$ cat config.mk
export PLATFORM = sky130hd
export DESIGN_NAME = timer8_pwm
export DESIGN_NICKNAME = d
export VERILOG_FILES = /design/src/hw/timer8_pkg.sv /design/src/hw/timer8_pwm.sv
export SDC_FILE = /design/constraint.sdc
export NUM_CORES = 1
export LEC_CHECK = 0
export ABC_AREA = 0
export BUFFER_PORTS_ARGS = -buffer_cell sky130_fd_sc_hd__buf_2
export CAP_MARGIN = 20
export CORE_ASPECT_RATIO = 0.6
export CORE_UTILIZATION = 45
export CTS_CLUSTER_DIAMETER = 150
export DETAILED_ROUTE_END_ITERATION = 16
export GPL_TIMING_DRIVEN = 0
export MAX_ROUTING_LAYER = met4
export PLACE_DENSITY = 0.74
export SKIP_LAST_GASP = 1
export SYNTH_ARGS = -nofsm -noshare
export SYNTH_HDL_FRONTEND = slang
export SYNTH_SLANG_ARGS = --single-unit
$ cat constraint.sdc
create_clock -name clk_i -period 5.4 [get_ports clk_i]
set_input_delay 0.81 -clock clk_i [delete_from_list [all_inputs] [get_ports clk_i]]
set_output_delay 0.81 -clock clk_i [all_outputs]
set_load 0.005 [all_outputs]
$ cat src/hw/timer8_pkg.sv
// constants shared by the 8-bit interval/pwm timer with carrier gating
// assumes a 32-bit classic wishbone slave with one register per aligned word
package timer8_pkg;

  // register byte offsets
  localparam logic [7:0] MODE_OFS = 8'h00;
  localparam logic [7:0] CYCLE_OFS = 8'h04;
  localparam logic [7:0] DUTY_OFS = 8'h08;
  localparam logic [7:0] CARRIER_OFS = 8'h0C;
  localparam logic [7:0] STATUS_OFS = 8'h10;

  // timer_mode_register fields
  localparam int RUN_BIT = 7;
  localparam int CKS_LSB = 4;
  localparam int MODE_LSB = 2;
  localparam int LEVEL_BIT = 1;
  localparam int OE_BIT = 0;

  // carrier_output_control fields
  localparam int GATING_BIT = 2;
  localparam int STAGED_BIT = 1;
  localparam int CSTATUS_BIT = 0;

  // status register fields
  localparam int PHASE_BIT = 9;
  localparam int SEL_BIT = 8;

  // reset values
  localparam logic [7:0] MODE_RST = 8'h00;
  localparam logic [7:0] CYCLE_RST = 8'h00;
  localparam logic [7:0] DUTY_RST = 8'h00;
  localparam logic [7:0] CARRIER_RST = 8'h00;

  // count clocks a new duty value must age before transfer
  localparam logic [1:0] DUTY_AGE = 2'h3;

  // prescaler width for the count clock select
  localparam int PRE_W = 12;

  typedef enum logic [1:0] {MODE_INTERVAL, MODE_CARRIER, MODE_PWM, MODE_BAD} mode_t;

endpackage

$ cat src/hw/timer8_pwm.sv
// 8-bit timer: interval/square wave and pwm generation, carrier output gating
// assumes a classic wishbone master on clk_i and an asynchronous external interrupt pin
// Contract
// - carrier control register resets to all zeros
// - remote output low unless staged enable; then high or carrier after ext edge
// - carrier status reads 1 after an ext edge while enabled, 0 after an ext edge while disabled
// - carrier status bit 0 is read-only; writes ignored
// - interval mode: cycle match raises interrupt and clears counter
// - interval mode ignores the duty compare value entirely
// - interval mode with output enabled toggles output on every cycle match
// - interrupt interval is cycle value plus one count clocks
// - counting starts within one count clock after enable in interval mode, one count clock later in pwm
// - match interrupt is aligned to the matching count clock
// - stopping returns interrupt and output to default levels
// - pwm: first compare is cycle; match clears, interrupts, toggles, selects duty
// - pwm: duty match toggles and selects cycle, no clear, no interrupt
// - pwm period cycle plus one clocks, duty width duty plus one
// - new duty value needs three count clocks before transfer
// - pwm start masks first count clock; output stays default until compare
// - clearing enable stops counting and zeroes the counter
// - default output level follows the level select bit
// - running duty write is latched, moved in on old duty match
`timescale 1ns/1ns
`default_nettype none

module timer8_pwm
  import timer8_pkg::*;
#(
  parameter int ADR_W = 8
)
(
  input wire logic clk_i,
  input wire logic rst_i,
  input wire logic wb_cyc_i,
  input wire logic wb_stb_i,
  input wire logic wb_we_i,
  input wire logic [ADR_W-1:0] wb_adr_i,
  input wire logic [3:0] wb_sel_i,
  input wire logic [31:0] wb_dat_i,
  output logic [31:0] wb_dat_o,
  output logic wb_ack_o,
  input wire logic external_timer_interrupt_i,
  output logic timer_output_pin_o,
  output logic match_interrupt_o,
  output logic remote_output_o
);

  // the decoder looks at the low address byte, so a narrower bus cannot reach every register
  if (ADR_W < 8)
  begin : g_adr_w_check
    $error("ADR_W must be at least 8");
  end

  ////////////////////////////////////////////////////////////////////////////
  // bus decode

  logic [7:0] mode_q;
  logic [7:0] cycle_compare_q;
  logic [7:0] duty_latch_q;
  logic [7:0] duty_active_q;
  logic duty_pending_q;
  logic [1:0] duty_age_q;
  logic remote_gating_enable_q;
  logic staged_carrier_enable_q;
  logic carrier_status_flag_q;
  logic [7:0] cnt_q;
  logic cmp_duty_q;
  logic phase_q;
  logic started_q;
  logic [PRE_W-1:0] pre_q;
  logic [2:0] ext_sync_q;
  logic ext_level_q;
  logic ext_edge;
  logic tick;
  logic run;
  logic pwm;
  logic acc;
  logic wr;
  logic [7:0] ofs;
  logic wr_mode;
  logic wr_cycle;
  logic wr_duty;
  logic wr_carrier;
  logic duty_transfer;

  assign acc = wb_cyc_i & wb_stb_i & ~wb_ack_o;
  assign wr = acc & wb_we_i & wb_sel_i[0];
  assign ofs = wb_adr_i[7:0];
  assign wr_mode = wr && (ofs == MODE_OFS);
  assign wr_cycle = wr && (ofs == CYCLE_OFS);
  assign wr_duty = wr && (ofs == DUTY_OFS);
  assign wr_carrier = wr && (ofs == CARRIER_OFS);
  assign run = mode_q[RUN_BIT];
  assign pwm = mode_t'(mode_q[MODE_LSB +: 2]) == MODE_PWM;

  always_ff @(posedge clk_i)
  begin
    if (rst_i)
    begin
      wb_ack_o <= 1'b0;
    end
    else
    begin
      wb_ack_o <= acc;
    end
  end

  // unmapped offsets read zero and still acknowledge
  always_ff @(posedge clk_i)
  begin
    if (rst_i)
    begin
      wb_dat_o <= 32'h0000_0000;
    end
    else if (acc && !wb_we_i)
    begin
      if (ofs == MODE_OFS)
      begin
        wb_dat_o <= {24'h00_0000, mode_q};
      end
      else if (ofs == CYCLE_OFS)
      begin
        wb_dat_o <= {24'h00_0000, cycle_compare_q};
      end
      else if (ofs == DUTY_OFS)
      begin
        wb_dat_o <= {24'h00_0000, duty_latch_q};
      end
      else if (ofs == CARRIER_OFS)
      begin
        wb_dat_o <= {29'h0000_0000, remote_gating_enable_q, staged_carrier_enable_q,
                     carrier_status_flag_q};
      end
      else if (ofs == STATUS_OFS)
      begin
        wb_dat_o <= {22'h00_0000, phase_q, cmp_duty_q, cnt_q};
      end
      else
      begin
        wb_dat_o <= 32'h0000_0000;
      end
    end
  end

  ////////////////////////////////////////////////////////////////////////////
  // registers

  always_ff @(posedge clk_i)
  begin
    if (rst_i)
    begin
      mode_q <= MODE_RST;
      cycle_compare_q <= CYCLE_RST;
    end
    else
    begin
      if (wr_mode)
      begin
        mode_q <= wb_dat_i[7:0];
      end
      if (wr_cycle)
      begin
        cycle_compare_q <= wb_dat_i[7:0];
      end
    end
  end

  always_ff @(posedge clk_i)
  begin
    if (rst_i)
    begin
      remote_gating_enable_q <= CARRIER_RST[GATING_BIT];
      staged_carrier_enable_q <= CARRIER_RST[STAGED_BIT];
    end
    else if (wr_carrier)
    begin
      // bit 0 is not written here
      remote_gating_enable_q <= wb_dat_i[GATING_BIT];
      staged_carrier_enable_q <= wb_dat_i[STAGED_BIT];
    end
  end

  ////////////////////////////////////////////////////////////////////////////
  // count clock prescaler

  function automatic logic [PRE_W-1:0] tick_mask(input logic [2:0] sel);
    case (sel)
      3'h0: tick_mask = 12'h000;
      3'h1: tick_mask = 12'h001;
      3'h2: tick_mask = 12'h003;
      3'h3: tick_mask = 12'h00F;
      3'h4: tick_mask = 12'h03F;
      3'h5: tick_mask = 12'h0FF;
      3'h6: tick_mask = 12'h3FF;
      default: tick_mask = 12'hFFF;
    endcase
  endfunction

  // free running so the first count clock comes within one period of enable
  always_ff @(posedge clk_i)
  begin
    if (rst_i)
    begin
      pre_q <= '0;
    end
    else
    begin
      pre_q <= pre_q + 1'b1;
    end
  end

  assign tick = (pre_q & tick_mask(mode_q[CKS_LSB +: 3])) == tick_mask(mode_q[CKS_LSB +: 3]);

  ////////////////////////////////////////////////////////////////////////////
  // duty buffer

  assign duty_transfer = duty_pending_q && (duty_age_q == DUTY_AGE) && tick && started_q
                         && cmp_duty_q && (cnt_q == duty_active_q);

  // a fresh write wins over a transfer in the same cycle and restarts the ageing
  always_ff @(posedge clk_i)
  begin
    if (rst_i)
    begin
      duty_latch_q <= DUTY_RST;
      duty_active_q <= DUTY_RST;
      duty_pending_q <= 1'b0;
      duty_age_q <= 2'h0;
    end
    else if (wr_duty)
    begin
      duty_latch_q <= wb_dat_i[7:0];
      duty_age_q <= 2'h0;
      if (run)
      begin
        duty_pending_q <= 1'b1;
      end
      else
      begin
        duty_active_q <= wb_dat_i[7:0];
        duty_pending_q <= 1'b0;
      end
    end
    else if (duty_transfer)
    begin
      duty_active_q <= duty_latch_q;
      duty_pending_q <= 1'b0;
    end
    else if (duty_pending_q && tick && duty_age_q != DUTY_AGE)
    begin
      duty_age_q <= duty_age_q + 2'h1;
    end
  end

  ////////////////////////////////////////////////////////////////////////////
  // counter and compare

  always_ff @(posedge clk_i)
  begin
    if (rst_i)
    begin
      cnt_q <= 8'h00;
      cmp_duty_q <= 1'b0;
      phase_q <= 1'b0;
      started_q <= 1'b0;
      match_interrupt_o <= 1'b0;
    end
    else if (!run)
    begin
      cnt_q <= 8'h00;
      cmp_duty_q <= 1'b0;
      phase_q <= 1'b0;
      started_q <= 1'b0;
      match_interrupt_o <= 1'b0;
    end
    else
    begin
      match_interrupt_o <= 1'b0;
      if (tick)
      begin
        if (pwm && !started_q)
        begin
          started_q <= 1'b1;
        end
        else if (!pwm)
        begin
          started_q <= 1'b1;
          // duty compare takes no part here
          if (cnt_q == cycle_compare_q)
          begin
            cnt_q <= 8'h00;
            match_interrupt_o <= 1'b1;
            phase_q <= ~phase_q;
          end
          else
          begin
            cnt_q <= cnt_q + 8'h01;
          end
        end
        else if (!cmp_duty_q && cnt_q == cycle_compare_q)
        begin
          cnt_q <= 8'h00;
          match_interrupt_o <= 1'b1;
          phase_q <= ~phase_q;
          cmp_duty_q <= 1'b1;
        end
        else if (cmp_duty_q && cnt_q == duty_active_q)
        begin
          cnt_q <= cnt_q + 8'h01;
          phase_q <= ~phase_q;
          cmp_duty_q <= 1'b0;
        end
        else
        begin
          cnt_q <= cnt_q + 8'h01;
        end
      end
    end
  end

  // output shows the default level unless enabled and in the inverted phase
  always_ff @(posedge clk_i)
  begin
    if (rst_i)
    begin
      timer_output_pin_o <= 1'b0;
    end
    else
    begin
      timer_output_pin_o <= mode_q[LEVEL_BIT] ^ (mode_q[OE_BIT] & phase_q);
    end
  end

  ////////////////////////////////////////////////////////////////////////////
  // external interrupt and carrier gating

  always_ff @(posedge clk_i)
  begin
    if (rst_i)
    begin
      ext_sync_q <= 3'h0;
      ext_level_q <= 1'b0;
    end
    else
    begin
      ext_sync_q <= {ext_sync_q[1:0], external_timer_interrupt_i};
      if (ext_sync_q[1] == ext_sync_q[2])
      begin
        ext_level_q <= ext_sync_q[2];
      end
    end
  end

  assign ext_edge = ext_sync_q[1] & ext_sync_q[2] & ~ext_level_q;

  always_ff @(posedge clk_i)
  begin
    if (rst_i)
    begin
      carrier_status_flag_q <= CARRIER_RST[CSTATUS_BIT];
    end
    else if (ext_edge)
    begin
      carrier_status_flag_q <= staged_carrier_enable_q;
    end
  end

  // gating steady while running is left to software
  always_ff @(posedge clk_i)
  begin
    if (rst_i)
    begin
      remote_output_o <= 1'b0;
    end
    else
    begin
      remote_output_o <= staged_carrier_enable_q & carrier_status_flag_q
                         & (remote_gating_enable_q ? timer_output_pin_o : 1'b1);
    end
  end

  logic stay;
  assign stay = run && !wr_mode;
endmodule

`default_nettype wire

* Word level (Yosys, flattened, before mapping)
Index checks and enable logic that the tools add are counted.
Word-level totals: register bits 101, input port bits 50, output and inout bits 36, logic and storage cells 121
Cells by class: $add $sub $neg 3, equality and inequality tests 20, mux-type cells 27, bitwise logic cells 18, reductions and logical operators 32
Operators by type and width (number):
- 12-bit one-hot mux with 7 select lines | 1
- 10-bit two-way mux | 5
- 8-bit two-way mux | 6
- 8-bit by 4-bit == test with 1-bit output (second input constant) | 2
- 8-bit == test | 2
- 1-bit logical AND | 15
- 1-bit two-way mux | 15
- 12-bit by 1-bit adder with 12-bit output (second input constant) | 1
- 12-bit AND | 1
- 12-bit == test | 1
- 1-bit AND | 9
- 3-bit == test (second input constant) | 3
- 8-bit by 1-bit adder with 8-bit output (second input constant) | 1
- 8-bit by 3-bit == test with 1-bit output (second input constant) | 1
- 8-bit by 5-bit == test with 1-bit output (second input constant) | 1
- 8-bit zero test | 1
- 2-bit AND reduction | 4
- 4-bit AND reduction | 2
- 1-bit NOT | 7
- 3-bit by 2-bit == test with 1-bit output (second input constant) | 2
- 2-bit nonzero test | 3
- 2-bit == test (second input constant) | 2
- 2-bit != test (second input constant) | 2
- 2-bit OR reduction | 2
- other kinds (9) | 11

* Longest topological paths before layout
depth in word-level cells 10, mapped depth 7, gate-level depth less buffers 6

* Least setup slack after synthesis
No wires, ideal clock.
path type in2reg, from input port wb_adr_i[0], to register duty_active_q[5], setup time 116 ps, arrival 2308 ps, data required time 5284 ps, setup slack 2976 ps, stages 7, path buffers 1, cell sequence or4_4 -> nor3_4 -> buf_4 -> nand4_2 -> o41ai_4 -> nor2_4 -> o22a_2
On the way: word-level cells in the longest chain between the ends 4, elaborated cells between the ends (all ways) 6, those cells by class eq/ne (2); mux (1); reduce/logical (3)
Ends and longest elaborated chain:
- start: declaration | line timer8_pwm.sv:37 | input wire logic [ADR_W-1:0] wb_adr_i,
- 8-bit by 4-bit == test with 1-bit output * | line timer8_pwm.sv:91 | assign wr_duty = wr && (ofs == DUTY_OFS);
- 1-bit logical AND * | line timer8_pwm.sv:91
- 2-bit != test (no line) or 2-bit nonzero test (tied branches)
- 2-bit AND reduction (no line)
- end signal: assignment | line timer8_pwm.sv:240 | duty_active_q <= wb_dat_i[7:0];
- end signal: assignment | line timer8_pwm.sv:246 | duty_active_q <= duty_latch_q;
- end: declaration | line timer8_pwm.sv:60 | logic [7:0] duty_active_q;
Mark *: on every way between the ends. The rest lies on a longest branch, timed or not. A chain may end at the register's enable or synchronous reset.

* Final worst setup path
from input port wb_adr_i[0], to register mode_q[2]
On the way: word-level cells in the longest chain between the ends 2
Ends and longest elaborated chain:
- 8-bit zero test | line timer8_pwm.sv:89 | assign wr_mode = wr && (ofs == MODE_OFS);
- 1-bit logical AND | line timer8_pwm.sv:89
- end signal: assignment | line timer8_pwm.sv:159 | mode_q <= wb_dat_i[7:0];
- end: declaration | line timer8_pwm.sv:57 | logic [7:0] mode_q;
No other way between the ends.

==> impl_metrics.json <==
{
  "rows": 25,
  "async_flop_share_pct": 0,
  "hpwl_um": 7787,
  "intPower_mw": 1.092,
  "hold_start": "ext_sync_q[0]",
  "hold_viol": 0,
  "cts.sinks": 79,
  "grt_pass1_wl_um": 15260,
  "multi_input_area_mm2": 0.002056,
  "num_vias": 3324,
  "core_mm2": 0.008102,
  "ys_seq_area_share_pct": 40.77,
  "cp_max_fo": 8,
  "synth-edff-count": 0,
  "slew_headroom_pct": 48.67,
  "drtIter0Drc": 268,
  "numCtsBuffers": 9,
  "die_y_um": 73.92,
  "synth_area_per_cell_um2": 8.775,
  "worst_clock_skew_ns": 0.005893,
  "synth_cell_types": 61,
  "cts_setup_buffers": 0,
  "cts_tree": "done",
  "worst_pin_slew_ns": 0.7593,
  "path_clk_slew_ns": 0.06,
  "p_seq_share_pct": 43.1,
  "grt_pass1_vias": 2855,
  "drtPass1Iterations": 5,
  "max_freq_mhz": 405.4,
  "synth-main-ff-cell": "dfxtp_1",
  "antenna_left": 0,
  "crit_path_end_kind": "flop",
  "path_class": "input pin to flop",
  "ys_seq_elements": 79,
  "initial_utilization_pct": 47.88,
  "wirelength_um": 9975,
  "status": "complete, no violations",
  "routedWlPerCell_um": 16.04,
  "globalplace.congestion": 0.9250,
  "cp-start-kind": "input pin",
  "synthesis.area_mm2": 0.003879,
  "antenna_cells": 0,
  "via_per_inst": 5.344,
  "netlist_top_cells_area": "dfxtp_1 41%, nand2_1 5.5%, xor2_1 4.7%",
  "layout.nets": 563,
  "clk_latency_ns": 0.34,
  "slew_violations": 0,
  "crit_arrival_ns": 2.69,
  "required_ns": 5.62,
  "hp-class": "flop to flop",
  "track_usage_pct": 24.27,
  "antenna_found_initial": 0,
  "die_w_um": 121.9,
  "power_density_mw_per_mm2": 296.9,
  "peakVddDrop_uv": 237.0,
  "r2r_end": "duty_active_q[5]",
  "grt_max_degree": 14,
  "final_cell_mix": "79 x dfxtp_1, 57 x nand2_1, 46 x nor2_1, 39 x buf_2, 23 x buf_4",
  "drc": 0,
  "regArea_mm2": 0.001582,
  "postCtsHoldBufs": 0,
  "pwr-share-clk_pct": 52.1,
  "post_cts_resized": 0,
  "whs_path_depth": 1,
  "switching_power_mw": 0.2811,
  "reg2reg_from": "cnt_q[3]",
  "rrSetupSlack_ns": 3.01,
  "tns_ns": 0,
  "ios": 86,
  "synth_cells": 442,
  "max-clock-path-buffers": 2,
  "finalSetupViolations": 0,
  "layout_commonest_cell": "dfxtp_1",
  "comb_power_share_pct": 4.8,
  "finalCriticalPeriod_ns": 2.467,
  "maxCapViolations": 0,
  "cts_htree_levels": 3,
  "grt-ovfl-total": 0,
  "rsz0062_at_grt": "no",
  "layout-drive-gt1-share_pct": 21.21,
  "leakagePower_nw": 1.910,
  "fillers": 728,
  "power_mw": 1.373,
  "synth_top_area_share_pct": 40.77,
  "ys_warn_count": 0,
  "dieArea_mm2": 0.009007,
  "worstRegToRegCells": 7,
  "whs_endpoint": "ext_sync_q[1]",
  "period_share_pct": 45.68,
  "port_buffers": 35,
  "synth_top_area_cell": "dfxtp_1",
  "syn_to_final_growth_pct": 19.23,
  "root_buffer": "clkbuf_16",
  "p_sw_share_pct": 20.47
}
[Yosys cell counts (4+ instances only)]
library cell   n
a21oi_1       22
a21oi_2        7
a22o_1         6
a22oi_1        4
buf_2          4
buf_4         23
clkbuf_1      13
dfxtp_1       79
ha_1           4
inv_1         10
mux2i_1       14
nand2_1       57
nand3_1       12
nand4_1        4
nor2_1        46
nor2b_1       14
nor3_1        11
nor4_1         5
o211ai_1       6
o21ai_0        6
o22a_1         8
o22ai_1        4
xnor2_1       11
xor2_1        21
[area by class of cell]
| class | count | area share, % |
|---|---|---|
| Buffer | 44 | 6.115 |
| Clock buffer | 11 | 5.465 |
| Clock inverter | 5 | 2.246 |
| Inverter | 10 | 0.8117 |
| Multi-Input combinational cell | 330 | 44.45 |
| Sequential cell | 79 | 34.20 |
| Tap cell | 108 | 2.922 |
| Timing Repair Buffer | 35 | 3.788 |
[worst max-delay path by stage]
stage | from | to | slack [ns] | cells after the start
5_1_grt | wb_adr_i[0] | mode_q[2] | 2.86 | 7
3_3_place_gp | wb_adr_i[0] | duty_active_q[5] | 2.65 | 8
4_1_cts | wb_adr_i[0] | duty_active_q[5] | 2.97 | 8
3_5_place_dp | wb_adr_i[0] | duty_active_q[5] | 2.62 | 8
2_1_floorplan | wb_adr_i[0] | duty_active_q[5] | 2.98 | 7
6_report | wb_adr_i[0] | mode_q[2] | 2.93 | 7
[logic make-up (layout without fill, tap and decap cells)]
| kind of cell | Yosys count | count (layout) | share of synthesized area [%] |
|---|---|---|---|
| buf+inv | 54 | 105 | 8.258 |
| compound gates | 81 | 81 | 14.97 |
| mux | 15 | 15 | 3.903 |
| xor+xnor | 32 | 32 | 7.226 |
| simple gates | 176 | 176 | 23.48 |
| other cells | 1 | 22 | 0.09668 |
| fa+ha+maj | 4 | 4 | 1.290 |
| flops | 79 | 79 | 40.77 |
[sequential cells by signal, indices dropped and copies added (netlist names), 2 cells and up]
register	count
mode_q	8
duty_latch_q	8
duty_age_q	2
cycle_compare_q	8
wb_dat_o	10
duty_active_q	8
ext_sync_q	3
pre_q	12
cnt_q	8
[per-layer routing]
layer | global-route usage, % | up-vias | wire length [um]
li1 | - | 1610 | -
met1 | 34.92 | 1557 | 5109
met2 | 30.45 | 147 | 3710
met3 | 8.773 | 10 | 1022
met4 | 7.407 | 0 | 133
met5 | - | - | 0
[critical path, cell delays in order]
cell and delay [ns]:
buf_2 0.10, or4_4 0.56, nor3_4 0.27, nand2_4 0.12, nor3_4 0.49, mux2i_1 0.27, nor2_1 0.05
[power by group through the flow]
stage	Combinational [mW]	Clock [mW]	Sequential (mW)
2_1_floorplan	0.0418	0	0.603
3_3_place_gp	0.0634	0	0.604
3_5_place_dp	0.0649	0	0.604
4_1_cts	0.0652	0.726	0.591
5_1_grt	0.0724	0.753	0.592
6_report	0.0663	0.716	0.591
[metrics by stage]
stage | setup slack [ns] | instances | util [%] | instance area (um2) | hold slack [ns]
floorplan | 2.976 | 463 | - | 3958 | 0.4138
global placement | 2.653 | 606 | 52.68 | 4268 | 0.4188
finish | 2.933 | 622 | 57.08 | 4624 | 0.4387
detailed placement | 2.617 | 606 | 52.68 | 4268 | 0.4304
global route | 2.865 | 622 | 57.08 | 4624 | 0.4525
CTS | 2.972 | 622 | 57.08 | 4624 | 0.4439
Power figures use the tool's default switching activity.
